$ cat config.mk
export PLATFORM = sky130hd
export DESIGN_NAME = cpfm_pin_mux
export DESIGN_NICKNAME = d
export VERILOG_FILES = /design/src/cpfm_pkg.sv /design/src/cpfm_pin_mux.sv
export VERILOG_INCLUDE_DIRS = /design/src /design/src/src
export SDC_FILE = /design/constraint.sdc
export NUM_CORES = 1
export LEC_CHECK = 0
export BUFFER_PORTS_ARGS = -buffer_cell sky130_fd_sc_hd__buf_2
export CORE_ASPECT_RATIO = 0.75
export CORE_UTILIZATION = 35
export CTS_BUF_LIST = sky130_fd_sc_hd__clkbuf_16
export CTS_CLUSTER_SIZE = 8
export DETAILED_ROUTE_END_ITERATION = 10
export MAX_ROUTING_LAYER = met4
export PLACE_DENSITY = 0.55
export SYNTH_ARGS = -nofsm -noshare
export SYNTH_HDL_FRONTEND = slang
export SYNTH_SLANG_ARGS = --single-unit
$ cat constraint.sdc
create_clock -name clk -period 3.16 [get_ports clk]
set_input_delay 0.474 -clock clk [delete_from_list [all_inputs] [get_ports clk]]
set_output_delay 0.474 -clock clk [all_outputs]
set_load 0.05 [all_outputs]
$ cat src/cpfm_defines.svh
// Constants for the configurable pin function mux: register offsets,
// configuration memory field positions, reset values and clock figures.
// Assumes a 50 MHz system clock and byte addresses on a 32-bit Wishbone bus.
`ifndef CPFM_DEFINES_SVH
`define CPFM_DEFINES_SVH

// System clock and the three pin clock rates, in hertz
`define CPFM_CLK_HZ 50000000
`define CPFM_FAST_HZ 24000000
`define CPFM_MID_HZ 12000000
`define CPFM_SLOW_HZ 6000000

// Register byte offsets
`define CPFM_REG_STATUS 8'h00
`define CPFM_REG_GPIO 8'h04
`define CPFM_REG_BB_CTRL 8'h08
`define CPFM_REG_BB_DIV 8'h0C
`define CPFM_REG_BB_DATA 8'h10
`define CPFM_REG_BB_DIR 8'h14

// Configuration memory word layout
`define CPFM_NVM_OPT_LSB 0
`define CPFM_NVM_OPT_MSB 3
`define CPFM_NVM_PULL_BIT 4

// GPIO register field positions
`define CPFM_GPIO_OUT_BIT 0
`define CPFM_GPIO_OE_BIT 1

// Reset values
`define CPFM_BB_DIV_RST 16'h0010
`define CPFM_BB_DIR_RST 8'h00

`endif

$ cat src/cpfm_pkg.sv
// Types for the configurable pin function mux.
// Pin option codes follow the declaration order below (0 to 15).
package cpfm_pkg;

   // Pin function held in configuration memory
   typedef enum logic [3:0] {
      OPT_TRISTATE,
      OPT_DRIVE_HIGH,
      OPT_DRIVE_LOW,
      OPT_POWER_EN,
      OPT_SLEEP,
      OPT_CLK_FAST,
      OPT_CLK_MID,
      OPT_CLK_SLOW,
      OPT_GPIO,
      OPT_CHARGER,
      OPT_CHARGER_N,
      OPT_WR_STROBE,
      OPT_RD_STROBE,
      OPT_BUS_SENSE,
      OPT_TIME_STAMP,
      OPT_KEEP_AWAKE
   } cpfm_opt_t;

   // Option load sequence after reset
   typedef enum logic {
      LOAD_WAIT,
      LOAD_DONE
   } cpfm_load_t;

   // Bit-bang mode of the shared data lines; code 3 acts as off
   typedef enum logic [1:0] {
      BB_OFF,
      BB_ASYNC,
      BB_SYNC
   } cpfm_bb_t;

endpackage

$ cat src/cpfm_pin_mux.sv
// Configurable pin function mux with bit-bang control of the shared data lines.
// Assumes one 50 MHz clock, a classic Wishbone master, a configuration memory
// read port and USB engine status on the same clock; pins arrive unsynchronised.
//
// Function
// - Pin floats, drives constant one or constant zero per option.
// - Exactly one configurable pin whose function comes from configuration memory.
// - One function at a time, taken from configuration memory bits.
// - Power enable drives low once configured, high during suspend.
// - Sleep indicator drives low during suspend, high otherwise.
// - Clock options give a free-running 24, 12 or 6 MHz clock.
// - Any clock output stops while in suspend.
// - GPIO option lets software drive and read the pin.
// - Charger option drives high while on a dedicated charging port.
// - Inverted charger option drives the complement of that indication.
// - Write strobe option gives an active-low strobe per output update.
// - Read strobe option gives an active-low strobe per input sample.
// - Bus power sense option reads the pin as bus power present.
// - Time stamp option toggles the pin on each start of frame.
// - Keep-awake option holding the pin low blocks suspend entry.
// - Bit-bang modes turn the eight data lines into a general port.
// - Asynchronous mode paces received bytes out by a prescaler timer.
// - Synchronous mode samples the port only when a byte is written.
// - Data inputs pull low in suspend when configured, else pull high.
`timescale 1ns/1ps
`include "cpfm_defines.svh"
module cpfm_pin_mux
   import cpfm_pkg::*;
#(
   parameter int DIV_W = 16
) (
   input wire logic clk,
   input wire logic sys_rst,
   input wire logic wb_cyc,
   input wire logic wb_stb,
   input wire logic wb_we,
   input wire logic [7:0] wb_adr,
   input wire logic [3:0] wb_sel,
   input wire logic [31:0] wb_dat_i,
   output logic [31:0] wb_dat_o,
   output logic wb_ack,
   output logic nvm_rd_req,
   input wire logic nvm_rd_ack,
   input wire logic [7:0] nvm_rd_data,
   input wire logic usb_configured,
   input wire logic usb_suspend,
   input wire logic usb_sof,
   input wire logic charger_attached,
   output logic suspend_inhibit,
   output logic bus_power_present,
   input wire logic config_pin_in,
   output logic config_pin_out,
   output logic config_pin_oe,
   input wire logic [7:0] proto_data_out,
   input wire logic [7:0] proto_data_oe,
   output logic [7:0] proto_data_in,
   input wire logic [7:0] shared_data_lines_in,
   output logic [7:0] shared_data_lines_out,
   output logic [7:0] shared_data_lines_oe,
   output logic data_pull_low,
   output logic bitbang_active,
   input wire logic rx_valid,
   input wire logic [7:0] rx_data,
   output logic rx_ready,
   output logic tx_valid,
   output logic [7:0] tx_data,
   input wire logic tx_ready
);

   // Phase increments for the clock synthesiser, 2^32 * f / fclk
   localparam logic [31:0] INC_FAST = 32'((64'(`CPFM_FAST_HZ) << 32) / 64'(`CPFM_CLK_HZ));
   localparam logic [31:0] INC_MID = 32'((64'(`CPFM_MID_HZ) << 32) / 64'(`CPFM_CLK_HZ));
   localparam logic [31:0] INC_SLOW = 32'((64'(`CPFM_SLOW_HZ) << 32) / 64'(`CPFM_CLK_HZ));

   logic pin_meta;
   logic pin_sync;
   logic [7:0] data_meta;
   logic [7:0] data_sync;
   cpfm_load_t load_state;
   cpfm_opt_t opt;
   logic nvm_pull_low;
   logic gpio_out;
   logic gpio_oe;
   logic [1:0] bb_mode;
   logic [DIV_W-1:0] bb_div;
   logic [DIV_W-1:0] bb_count;
   logic [7:0] bb_dir;
   logic [7:0] bb_out;
   logic wr_pulse;
   logic rd_pulse;
   logic ts_level;
   logic [31:0] clk_acc;
   logic next_pin_out;
   logic next_pin_oe;

   // Pin synchronisers; the first stage feeds only the second
   always_ff @(posedge clk) begin
      if (sys_rst) begin
         pin_meta <= 1'b0;
         pin_sync <= 1'b0;
         data_meta <= 8'h00;
         data_sync <= 8'h00;
      end else begin
         pin_meta <= config_pin_in;
         pin_sync <= pin_meta;
         data_meta <= shared_data_lines_in;
         data_sync <= data_meta;
      end
   end

   // Option load: pin stays floating until the memory word arrives
   wire loaded = (load_state == LOAD_DONE);
   assign nvm_rd_req = (load_state == LOAD_WAIT);

   always_ff @(posedge clk) begin
      if (sys_rst) begin
         load_state <= LOAD_WAIT;
         opt <= OPT_TRISTATE;
         nvm_pull_low <= 1'b0;
      end else begin
         unique case (load_state)
            LOAD_WAIT: begin
               if (nvm_rd_ack) begin
                  opt <= cpfm_opt_t'(nvm_rd_data[`CPFM_NVM_OPT_MSB:`CPFM_NVM_OPT_LSB]);
                  nvm_pull_low <= nvm_rd_data[`CPFM_NVM_PULL_BIT];
                  load_state <= LOAD_DONE;
               end
            end
            LOAD_DONE: ;
         endcase
      end
   end

   // Wishbone decode; a write commits at the edge that sees ack
   wire wb_req = wb_cyc & wb_stb;
   wire wb_wr = wb_req & wb_we & wb_ack;
   wire hit_status = (wb_adr == `CPFM_REG_STATUS);
   wire hit_gpio = (wb_adr == `CPFM_REG_GPIO);
   wire hit_bb_ctrl = (wb_adr == `CPFM_REG_BB_CTRL);
   wire hit_bb_div = (wb_adr == `CPFM_REG_BB_DIV);
   wire hit_bb_data = (wb_adr == `CPFM_REG_BB_DATA);
   wire hit_bb_dir = (wb_adr == `CPFM_REG_BB_DIR);
   wire wr_lane0 = wb_wr & wb_sel[0];

   // Read mux; unmapped offsets read zero but still acknowledge
   wire [31:0] rd_status = {21'h0, usb_suspend, charger_attached, ts_level, suspend_inhibit,
                            bus_power_present, pin_sync, loaded, opt};
   wire [31:0] rd_gpio = {23'h0, pin_sync, 6'h00, gpio_oe, gpio_out};
   wire [31:0] rd_mux = hit_status ? rd_status :
                        hit_gpio ? rd_gpio :
                        hit_bb_ctrl ? {30'h0, bb_mode} :
                        hit_bb_div ? 32'(bb_div) :
                        hit_bb_data ? {24'h000000, tx_data} :
                        hit_bb_dir ? {24'h000000, bb_dir} : 32'h00000000;

   // Ack one cycle after the request, dropped the cycle after
   always_ff @(posedge clk) begin
      if (sys_rst) begin
         wb_ack <= 1'b0;
         wb_dat_o <= 32'h00000000;
      end else begin
         wb_ack <= wb_req & ~wb_ack;
         if (wb_req & ~wb_ack) begin
            wb_dat_o <= rd_mux;
         end
      end
   end

   // Software registers; the lane 0 select gates every field, bb_div bits 15:8 included
   always_ff @(posedge clk) begin
      if (sys_rst) begin
         gpio_out <= 1'b0;
         gpio_oe <= 1'b0;
         bb_mode <= BB_OFF;
         bb_div <= DIV_W'(`CPFM_BB_DIV_RST);
         bb_dir <= `CPFM_BB_DIR_RST;
      end else begin
         if (wr_lane0 & hit_gpio) begin
            gpio_out <= wb_dat_i[`CPFM_GPIO_OUT_BIT];
            gpio_oe <= wb_dat_i[`CPFM_GPIO_OE_BIT];
         end
         if (wr_lane0 & hit_bb_ctrl) begin
            bb_mode <= wb_dat_i[1:0];
         end
         if (wr_lane0 & hit_bb_div) begin
            bb_div <= wb_dat_i[DIV_W-1:0];
         end
         if (wr_lane0 & hit_bb_dir) begin
            bb_dir <= wb_dat_i[7:0];
         end
      end
   end

   // Bit-bang mode decode and pacing
   wire bb_async = (bb_mode == BB_ASYNC);
   wire bb_sync = (bb_mode == BB_SYNC);
   wire bb_tick = bb_async & (bb_count >= bb_div);
   // A pending sample stalls the byte source so no read-back is lost
   assign rx_ready = ~tx_valid & (bb_sync | bb_tick);
   wire rx_fire = rx_valid & rx_ready;
   // Synchronous mode samples only with a written byte
   wire sample_fire = bb_sync ? rx_fire : (bb_tick & ~tx_valid);
   assign bitbang_active = bb_async | bb_sync;

   // Prescaler counter, restarted at each tick
   always_ff @(posedge clk) begin
      if (sys_rst | ~bb_async | bb_tick) begin
         bb_count <= '0;
      end else begin
         bb_count <= bb_count + 1'b1;
      end
   end

   // Output byte, read-back and strobes
   always_ff @(posedge clk) begin
      if (sys_rst) begin
         bb_out <= 8'h00;
         tx_valid <= 1'b0;
         tx_data <= 8'h00;
         wr_pulse <= 1'b0;
         rd_pulse <= 1'b0;
      end else begin
         if (rx_fire) begin
            bb_out <= rx_data;
         end
         if (sample_fire) begin
            tx_valid <= 1'b1;
            tx_data <= data_sync;
         end else if (tx_ready) begin
            tx_valid <= 1'b0;
         end
         wr_pulse <= rx_fire;
         rd_pulse <= sample_fire;
      end
   end

   // Data lines: bit-bang port or the protocol engine, registered
   always_ff @(posedge clk) begin
      if (sys_rst) begin
         shared_data_lines_out <= 8'h00;
         shared_data_lines_oe <= 8'h00;
      end else begin
         shared_data_lines_out <= bitbang_active ? bb_out : proto_data_out;
         shared_data_lines_oe <= bitbang_active ? bb_dir : proto_data_oe;
      end
   end
   assign proto_data_in = data_sync;

   // Clock synthesiser; average rate exact, edges jitter by one clk period
   wire clk_opt = (opt == OPT_CLK_FAST) | (opt == OPT_CLK_MID) | (opt == OPT_CLK_SLOW);
   wire clk_run = loaded & clk_opt & ~usb_suspend;
   wire [31:0] clk_inc = (opt == OPT_CLK_FAST) ? INC_FAST :
                         (opt == OPT_CLK_MID) ? INC_MID : INC_SLOW;

   always_ff @(posedge clk) begin
      if (sys_rst | ~clk_run) begin
         clk_acc <= 32'h00000000;
      end else begin
         clk_acc <= clk_acc + clk_inc;
      end
   end

   // Frame toggle
   always_ff @(posedge clk) begin
      if (sys_rst) begin
         ts_level <= 1'b0;
      end else if (usb_sof) begin
         ts_level <= ~ts_level;
      end
   end

   // Pin function select
   always_comb begin
      next_pin_oe = 1'b1;
      next_pin_out = 1'b0;
      unique case (opt)
         OPT_TRISTATE: next_pin_oe = 1'b0;
         OPT_DRIVE_HIGH: next_pin_out = 1'b1;
         OPT_DRIVE_LOW: next_pin_out = 1'b0;
         OPT_POWER_EN: next_pin_out = ~(usb_configured & ~usb_suspend);
         OPT_SLEEP: next_pin_out = ~usb_suspend;
         OPT_CLK_FAST,
         OPT_CLK_MID,
         OPT_CLK_SLOW: next_pin_out = clk_acc[31];
         OPT_GPIO: begin
            next_pin_oe = gpio_oe;
            next_pin_out = gpio_out;
         end
         OPT_CHARGER: next_pin_out = charger_attached;
         OPT_CHARGER_N: next_pin_out = ~charger_attached;
         OPT_WR_STROBE: next_pin_out = ~wr_pulse;
         OPT_RD_STROBE: next_pin_out = ~rd_pulse;
         OPT_BUS_SENSE: next_pin_oe = 1'b0;
         OPT_TIME_STAMP: next_pin_out = ts_level;
         OPT_KEEP_AWAKE: next_pin_oe = 1'b0;
      endcase
   end

   // The single pin and the sensed levels, all registered
   always_ff @(posedge clk) begin
      if (sys_rst) begin
         config_pin_out <= 1'b0;
         config_pin_oe <= 1'b0;
         bus_power_present <= 1'b0;
         suspend_inhibit <= 1'b0;
         data_pull_low <= 1'b0;
      end else begin
         config_pin_out <= next_pin_out;
         config_pin_oe <= next_pin_oe;
         // Without sensing the bus is taken as powered
         bus_power_present <= (loaded & (opt == OPT_BUS_SENSE)) ? pin_sync : 1'b1;
         suspend_inhibit <= (opt == OPT_KEEP_AWAKE) & ~pin_sync;
         data_pull_low <= nvm_pull_low & usb_suspend;
      end
   end
endmodule

## Word level (Yosys, flattened, before mapping)

Index checks and enable logic that the tools add are counted.

| storage, ports and cells | value |
|---|---|
| logic and storage cells | 115 |
| flip-flop bits (word level) | 174 |
| input bits | 97 |

| cells by class | value |
|---|---|
| order comparisons | 1 |
| muxes and demuxes | 18 |
| equality and inequality tests | 21 |
| bitwise gates (word level) | 38 |
| reductions and logical operators | 6 |
| $add $sub $neg | 2 |

Operators by type and width:

| cell | count |
|---|---|
| 16-bit 2-to-1 mux | 4 |
| 32-bit by 31-bit adder with 32-bit output | 1 |
| 4-bit equality test (second input constant) | 8 |
| 8-bit 2-to-1 mux | 4 |
| 31-bit 2-to-1 mux | 1 |
| 30-bit 2-to-1 mux | 1 |
| 1-bit bitwise AND | 19 |
| 16-bit by 1-bit adder with 16-bit output (second input constant) | 1 |
| 4-bit by 3-bit equality test with 1-bit output (second input constant) | 4 |
| 8-bit by 4-bit equality test with 1-bit output (second input constant) | 2 |
| 8-bit by 5-bit equality test with 1-bit output (second input constant) | 2 |
| 16-bit greater-or-equal comparator | 1 |
| 1-bit NOT | 12 |
| 1-bit case mux with 10 select lines | 1 |
| 8-bit by 3-bit equality test with 1-bit output (second input constant) | 1 |
| 8-bit zero test | 1 |
| 1-bit OR | 7 |
| 1-bit 2-to-1 mux | 6 |
| 3-bit OR reduction | 2 |
| 4-bit by 1-bit equality test with 1-bit output (second input constant) | 1 |
| 4-bit by 2-bit equality test with 1-bit output (second input constant) | 1 |
| 4-bit zero test | 1 |
| 2-bit by 1-bit equality test with 1-bit output (second input constant) | 1 |
| 2-bit equality test (second input constant) | 1 |
| other kinds (3) | 3 |

## Longest topological paths before layout

Gate-level depths: netlist of run 1.

| logic depth | value |
|---|---|
| word-level depth | 7 |
| gate-level depth with buffers | 13 |
| depth with buffers taken out | 12 |

## Worst setup path before layout of run 1

No wires, ideal clock.

| timing | value |
|---|---|
| path kind | reg2reg |
| from | reg opt[1] |
| to | reg clk_acc[27] |
| setup slack | 0.129 ns |
| library setup time | 0.070 ns |
| stages on the path, launching flop included | 13 |
| buffers on the path | 1 |
| data required time | 3.090 ns |
| arrival | 2.960 ns |
| cell sequence | dfxtp_1 > clkbuf_1 > nor2b_1 > nand2_1 > inv_1 > ha_1 > a21o_1 > a21o_1 > a221o_1 > o211ai_2 > a211oi_1 > or4_1 > a21oi_1 |

| between the ends | value |
|---|---|
| longest elaborated chain between the ends | 7 |
| elaborated cells on any way between the ends | 12 |
| classes of those cells | add/sub (1); eq/ne (3); mux (2); bitwise (6) |

RTL lines:

| what | RTL line | source |
|---|---|---|
| start: declaration | cpfm_pin_mux.sv:80 | `cpfm_opt_t opt;` |
| start signal: assignment | cpfm_pin_mux.sv:124 | `` opt <= cpfm_opt_t'(nvm_rd_data[`CPFM_NVM_OPT_MSB:`CPFM_NVM_OPT_LSB]); `` |
| parallel branches: the longest is 7 deep, another holds 32-bit by 31-bit adder with 32-bit output | - |  |
| end signal: assignment | cpfm_pin_mux.sv:259 | `clk_acc <= clk_acc + clk_inc;` |
| end: declaration | cpfm_pin_mux.sv:92 | `logic [31:0] clk_acc;` |

Several ways; the timed one is not identified.
A chain may end at the register's enable or synchronous reset.

## Final worst setup path of run 1

| timing | value |
|---|---|
| from | reg bb_count[0] |
| to | out rx_ready |

| between the ends | value |
|---|---|
| longest elaborated chain between the ends | 4 |

RTL lines:

| what | RTL line | source |
|---|---|---|
| start: declaration | cpfm_pin_mux.sv:86 | `logic [DIV_W-1:0] bb_count;` |
| start signal: assignment | cpfm_pin_mux.sv:210 | `bb_count <= bb_count + 1'b1;` |
| 16-bit greater-or-equal comparator | cpfm_pin_mux.sv:197 | `wire bb_tick = bb_async & (bb_count >= bb_div);` |
| 1-bit bitwise AND | cpfm_pin_mux.sv:197 |  |
| 1-bit OR | cpfm_pin_mux.sv:199 | `assign rx_ready = ~tx_valid & (bb_sync \| bb_tick);` |
| 1-bit bitwise AND | cpfm_pin_mux.sv:199 |  |
| end: declaration | cpfm_pin_mux.sv:64 | `output logic rx_ready,` |

No other way between the ends.

==> impl_metrics.yaml, run 1 <==
floorplanning:
  dieArea_um2: 22700
  die_height_um: 131
  num_rows: 46
  pin_count: 171
  coreArea_um2: 21400
  initial_core_util_pct: 36.2
  fp.dieW_um: 174
worst_setup_path:
  critical_path.most_common_cell: "inv_1"
  cpPeakStageDelay_ns: 0.40
  crit_cells: 9
  reg2regPathDepth: 11
  crit_family: "compound AO/OA/AOI/OAI gates"
  critPathArrivalTime_ns: 2.57
  timing.critical_path.from: "bb_count[0]"
  crit_fanout: 5
  crit_path_cell_trace: "inv_1, ha_1, nand2b_1, a211o_1, a21oi_1, o211ai_1, a31oi_2, inv_1, buf_4"
  r2r_end: "clk_acc[27]"
  r2r_setup_slack_ns: 0.16
  critPathKind: "reg -> out"
  crit_path_top_delay_cell: "dfxtp_1"
  crit_path_end: "rx_ready"
  required_ns: 2.69
  r2r_start: "opt[2]"
  path_buf_inv: 3
  start_kind: "flop"
  crit_path_end_kind: "primary output"
min_path:
  holdCritPathClass: "in -> reg"
synthesis:
  syn_area_um2: 7750
  synth_edf_count: 0
  avgSynthCellArea_um2: 8.86
  ys_async_sr_fraction_pct: 0
  synthAdderAreaFrac_pct: 6.78
  synthMuxAreaShare_pct: 9.95
  synth_cell_types: 64
  synthFlopType: "dfxtp_1"
  synth_compound_area_share_pct: 13.1
  yosys.area_share.simple_pct: 19.4
  yosys_warnings: 0
  syn-instance-count: 875
  synth-xor-area-share_pct: 4.07
  ys_ff_latch: 158
  ys_seq_area_share_pct: 40.8
  synth_top_family_by_area: "simple AND/OR/NAND/NOR gates"
sta:
  skew_ns: 0.00890
  fin_ws_ns: 0.116
  hold_violations: 0
  finalCriticalPeriod_ns: 3.04
  setup-violations-final: 0
  tightest_slew_ns: 1.12
  relSlewSlack_pct: 25.3
  hold_slack_ns: 0.241
  clock.fmax_mhz: 329
  min_period_over_period_pct: 96.3
  finalSetupTns_ns: 0
  drv_slew: 0
flow_run:
  drv_cap: 0
final_layout:
  post-route-util_pct: 44.2
  regArea_um2: 3160
  final_area_um2: 9460
  nNetsFinal: 1164
  multi_input_area_um2: 4220
  fin_cells: 1327
  drive_above_1_share_pct: 21.8
  fillers: 2193
  area_growth_pct: 22.1
clock_tree:
  cts.sinks: 158
  cts_tree: "built"
  cts_buffer_depth: 2
  path_clk_slew_ns: 0.07
  cts_buffers: 17
  cts-root-buf: "clkbuf_16"
  holdBufCountCts: 0
  clkLatencyLatePin_ns: 0.44
  htreeDepth: 4
drt:
  wl_um: 21000
  first_pass_iters: 5
  first_iter_violations: 494
  wl_per_cell_um: 15.9
  ant_nets: 0
  viasPerCell: 4.89
  drc: 0
  vias: 6487
grt:
  antenna_found_initial: 1
  grt_first_pass_wirelength_um: 33100
  globalRouteTotalUtil_pct: 19.6
  grt_overflow: 0
  grt_max_degree: 83
  grt_pass1_vias: 5989
power_and_ir_drop:
  leakagePower_nw: 4.30
  power_mw: 4.47
  peakVddDrop_mv: 0.356
  power_density_nw_per_um2: 473
placement:
  post_dp_cell_area_um2: 8840
  pre_cts_ws_ns: 0.155
  dp_hpwl_um: 15700
  gp_congestion: 0.881
  io_buffers: 132
  dp.cells: 1293
outcome:
  status: "complete, no violations"
Yosys cell counts (all sizes together), types with 4 or more instances:
cell type | instances | area, um^2
clkbuf | 34 | 128
o211ai | 8 | 65.1
and3 | 12 | 75.1
mux2i | 77 | 771
nor2b | 27 | 169
o21a | 7 | 52.6
nand2 | 40 | 150
o21ai | 16 | 80.1
a21o | 17 | 128
a211o | 7 | 61.3
nand3 | 27 | 135
inv | 40 | 150
a21oi | 40 | 200
nor2 | 149 | 559
ha | 42 | 526
nand2b | 14 | 87.6
a221o | 4 | 40.0
xnor2 | 17 | 149
buf | 25 | 176
nor3 | 13 | 81.3
dfxtp | 158 | 3160
xor2 | 19 | 166
a31oi | 7 | 43.8
a221oi | 9 | 78.8
a211oi | 10 | 80.1
nand3b | 4 | 30.0
nand4 | 6 | 37.5
how the worst min path moves through the flow:
| stage | cells past startpoint | end | slack [ns] | start |
|---|---|---|---|---|
| floorplan | 2 | data_pull_low | 0.41 | nvm_pull_low |
| finish | 2 | pin_meta | 0.24 | config_pin_in |
| global route | 2 | data_meta[7] | 0.24 | shared_data_lines_in[7] |
| global placement | 1 | proto_data_in[5] | 0.42 | data_meta[5] |
| CTS | 2 | pin_meta | 0.23 | config_pin_in |
| detailed placement | 2 | data_pull_low | 0.42 | nvm_pull_low |
power breakdown:
part           switching [mW]  internal (mW)  total, mW
Combinational           0.258          0.110      0.368
Clock                   0.942           1.12       2.06
Sequential             0.0199           2.03       2.05
Total                    1.22           3.25       4.47
logic make-up after synthesis:
group           count (synthesis)
fa+ha+maj                      42
other cells                     1
flops                         158
compound gates                147
xor+xnor                       36
buf+inv                        99
mux                            77
simple gates                  315
layout by cell type (no fill, tap or decap), types with 8 or more instances in the layout:
| cell type | synthesis | layout |
|---|---|---|
| xor2_1 | 19 | 19 |
| a221oi_1 | 9 | 9 |
| conb_1 | 1 | 16 |
| nor3_1 | 11 | 11 |
| a211oi_1 | 9 | 8 |
| dfxtp_1 | 158 | 157 |
| clkbuf_16 | 0 | 17 |
| o21ai_0 | 12 | 12 |
| a21oi_1 | 40 | 39 |
| a21o_1 | 17 | 17 |
| ha_1 | 42 | 41 |
| nor2_1 | 149 | 149 |
| nand2b_1 | 14 | 14 |
| xnor2_1 | 17 | 17 |
| mux2i_1 | 77 | 77 |
| inv_1 | 40 | 38 |
| nand2_1 | 40 | 39 |
| nand3_1 | 27 | 27 |
| buf_4 | 17 | 45 |
| inv_6 | 0 | 8 |
| and3_1 | 12 | 12 |
| nor2b_1 | 27 | 26 |
| buf_2 | 3 | 130 |
what timing repair did:
action | 4_1_cts | 5_1_grt
endpoints found under the setup margin | 1 | 11
pin swaps | 0 | 2
resized for setup | 1 | 13
buffers inserted | 0 | 1
state kept, by name (all words and copies together) (netlist names), 2 cells and up:
register and cells:
bb_count 16, bb_dir 8, bb_div 16, bb_mode 2, bb_out 8, clk_acc 32, data_meta 8, opt 4
proto_data_in 8, shared_data_lines_oe 8, shared_data_lines_out 8, tx_data 8, wb_dat_o 16
area by class of cell:
| class | instances | share of cell area (%) |
|---|---|---|
| sequential | 158 | 33.4 |
| tap | 288 | 3.81 |
| inverter | 40 | 1.59 |
| antenna | 1 | 0.0265 |
| clock inverter | 15 | 1.56 |
| multi-input combinational | 633 | 44.6 |
| clock buffer | 17 | 4.50 |
| timing repair buffer | 175 | 10.4 |
metal layers:
metal / vias up / GRT usage, % / part of all wire, %
li1: 3312 / - / -
met1: 3009 / 28.1 / 54
met2: 142 / 27.5 / 40
met3: 24 / 3.24 / 3.9
met4: 0 / 6.66 / 1.6
met5: - / - / 0
Note: power is estimated with default switching activity, not from simulation.
==> inputs of run 2 (changes only) <==
--- a/config.mk
+++ b/config.mk
@@ -6,6 +6,7 @@
 export SDC_FILE = /design/constraint.sdc
 export NUM_CORES = 1
 export LEC_CHECK = 0
+export ABC_AREA = 1
 export BUFFER_PORTS_ARGS = -buffer_cell sky130_fd_sc_hd__buf_2
 export CORE_ASPECT_RATIO = 0.75
 export CORE_UTILIZATION = 35
@@ -13,7 +14,7 @@
 export CTS_CLUSTER_SIZE = 8
 export DETAILED_ROUTE_END_ITERATION = 10
 export MAX_ROUTING_LAYER = met4
-export PLACE_DENSITY = 0.55
+export PLACE_DENSITY = 0.54
 export SYNTH_ARGS = -nofsm -noshare
 export SYNTH_HDL_FRONTEND = slang
 export SYNTH_SLANG_ARGS = --single-unit
==> run 2 against run 1 <==
Combinational power is 10% higher. Area after synthesis is 4.5% higher. Critical endpoint unchanged. Core utilization is 0.74 points lower. Highest routed layer unchanged. Wire length is 10% higher. Maximum frequency is 5.5% higher. Critical path depth is 2 higher.
==> impl_metrics.yaml, run 2 <==
sta:
  drv_slew: 0
  rsz0062_at_grt: "no"
  hold_violations: 0
  setup-violations-final: 0
  relSlewSlack_pct: 56.8
  finalCriticalPeriod_ns: 2.89
  finalSetupTns_ns: 0
  tightest_slew_ns: 0.643
  hold_slack_ns: 0.258
  min_period_over_period_pct: 91.3
  fin_ws_ns: 0.274
  skew_ns: 0.0187
  clock.fmax_mhz: 347
synthesis:
  yosys-top-cells-count: "nand2_1, inv_1, dfxtp_1"
  avgSynthCellArea_um2: 7.17
  synth_edf_count: 0
  synth.top_cell.area_share_pct: 39.1
  syn_area_um2: 8100
  ys_ff_latch: 158
  yosys_warnings: 0
  ys_seq_area_share_pct: 39.1
  synth_top_cell_by_area: "dfxtp_1"
  ys_async_sr_fraction_pct: 0
  yosysMostFrequentCell: "nand2_1"
  syn-instance-count: 1129
  synthFlopType: "dfxtp_1"
  synth_cell_types: 50
  ys_top_cells_by_area: "dfxtp_1, a21oi_1, nand2_1"
final_layout:
  post-route-util_pct: 43.4
  regMostFlops: "clk_acc"
  mostFrequentLayoutCells: "nand2_1, inv_1, dfxtp_1"
  drive_above_1_share_pct: 17.6
  antenna_cells: 0
  final_common_cell: "nand2_1"
  area_growth_pct: 19.9
  fin_cells: 1580
  largest_reg_flops: 32
  nNetsFinal: 1412
placement:
  gp_congestion: 0.899
  dp.cells: 1548
  io_buffers: 132
  pre_cts_ws_ns: 0.351
  dp_hpwl_um: 18100
clock_tree:
  holdBufCountCts: 0
  path_clk_slew_ns: 0.07
  cts-root-buf: "clkbuf_16"
  cts_buffer_depth: 2
  post-cts-setup-buffers: 0
  cts_buffers: 17
  clkLatencyLatePin_ns: 0.44
  htreeDepth: 4
  cts.sinks: 158
  cts_tree: "built"
power_and_ir_drop:
  leakagePower_nw: 4.54
  p_int_mw: 3.38
  power_density_nw_per_um2: 471
  seq_power_share_pct: 44.9
  p_sw_mw: 1.19
  swShare_pct: 26.1
  peakVddDrop_mv: 0.351
  clkPwrFrac_pct: 46.2
  comb_power_share_pct: 8.9
floorplanning:
  die_height_um: 134
  initial_core_util_pct: 36.2
  pin_count: 171
  fp.dieW_um: 178
  dieArea_um2: 23700
  num_rows: 47
  coreArea_um2: 22300
flow_run:
  drv_cap: 0
worst_setup_path:
  timing.critical_path.from: "bb_div[11]"
  crit_path_end_kind: "primary output"
  critPathArrivalTime_ns: 2.41
  critPathKind: "reg -> out"
  crit_path_top_delay_cell: "dfxtp_1"
  start_kind: "flop"
  r2r_start: "opt[0]"
  crit_family: "simple AND/OR/NAND/NOR gates"
  crit_fanout: 3
  cpPeakStageDelay_ns: 0.32
  crit_path_cell_trace: "inv_1, ha_1, nand2_1, inv_2, nand3_1, nor3_2, nand2_1, nand3_1, nand2_2, a21oi_1, buf_2"
  required_ns: 2.69
  path_buf_inv: 3
drt:
  viasPerCell: 4.79
  first_pass_iters: 5
  ant_nets: 0
  vias: 7567
  wl_um: 23200
  drc: 0
  first_iter_violations: 605
  wl_per_cell_um: 14.7
grt:
  grt_overflow: 0
  antenna_found_initial: 0
  grt_first_pass_wirelength_um: 36600
  grt_pass1_vias: 6800
  globalRouteTotalUtil_pct: 20.7
  grt_max_degree: 56
min_path:
  min_from: "shared_data_lines_in[2]"
  holdCritPathClass: "in -> reg"
outcome:
  status: "complete, no violations"
==> run 2: worst min-delay path: stages <==
cell    delay, ns
buf_2        0.09
inv_1        0.04
nor2_1       0.03
==> run 2: power by group through the flow <==
stage / clock network [mW] / logic [mW] / registers (mW)
3_3_place_gp: 0 / 0.404 / 2.10
3_5_place_dp: 0 / 0.403 / 2.10
4_1_cts: 2.17 / 0.405 / 2.06
5_1_grt: 2.25 / 0.441 / 2.06
2_1_floorplan: 0 / 0.192 / 2.19
6_report: 2.11 / 0.406 / 2.06
==> run 2: metrics by stage <==
step           area, um^2  total power [mW]
2_1_floorplan        8150              2.38
3_3_place_gp         9110              2.50
3_5_place_dp         9110              2.50
4_1_cts              9700              4.63
5_1_grt              9710              4.75
6_report             9710              4.57
==> run 2: final timing paths <==
path	to	slack, ns	cells after the start
setup / recovery	rx_ready	0.27	11
hold / removal	data_meta[2]	0.26	3
setup reg to reg	clk_acc[31]	0.35	12
hold reg to reg	proto_data_in[7]	0.40	2
==> run 2: timing repair <==
action / 4_1_cts / 5_1_grt
gates resized for setup: 0 / 2
hold endpoints to repair: 0 / 0
setup endpoints to repair: 0 / 8
==> run 2: cells by family (layout without fill, tap and decap cells) <==
kind of cell,Yosys count,count (layout),synth area share [%]
AND/OR/NAND/NOR,424,424,23.8
XOR/XNOR,8,8,0.866
flip-flops,158,158,39.1
other,1,16,0.0463
buffers and inverters,219,361,11.2
AO/OA/AOI/OAI,277,277,18.5
adder cells (fa/ha/maj),42,42,6.49
==> run 2: final cells by class <==
cell class | instances | area, um^2
fillers | 2343 | 12600
clock inverters | 15 | 170
clock buffers | 17 | 425
flip-flops and latches | 158 | 3160
multi-input cells | 767 | 4090
inverters | 173 | 649
well taps | 294 | 368
repair buffers | 156 | 841
==> run 2: metal layers <==
layer	GRT usage [%]	vias to the layer above	part of all wire, %	wire length [um]
met5	-	-	0	0
met4	4.51	0	0.66	152
met3	5.02	9	7.4	1720
met2	25.4	220	36	8430
met1	32.5	3371	56	12900
li1	-	3967	-	-
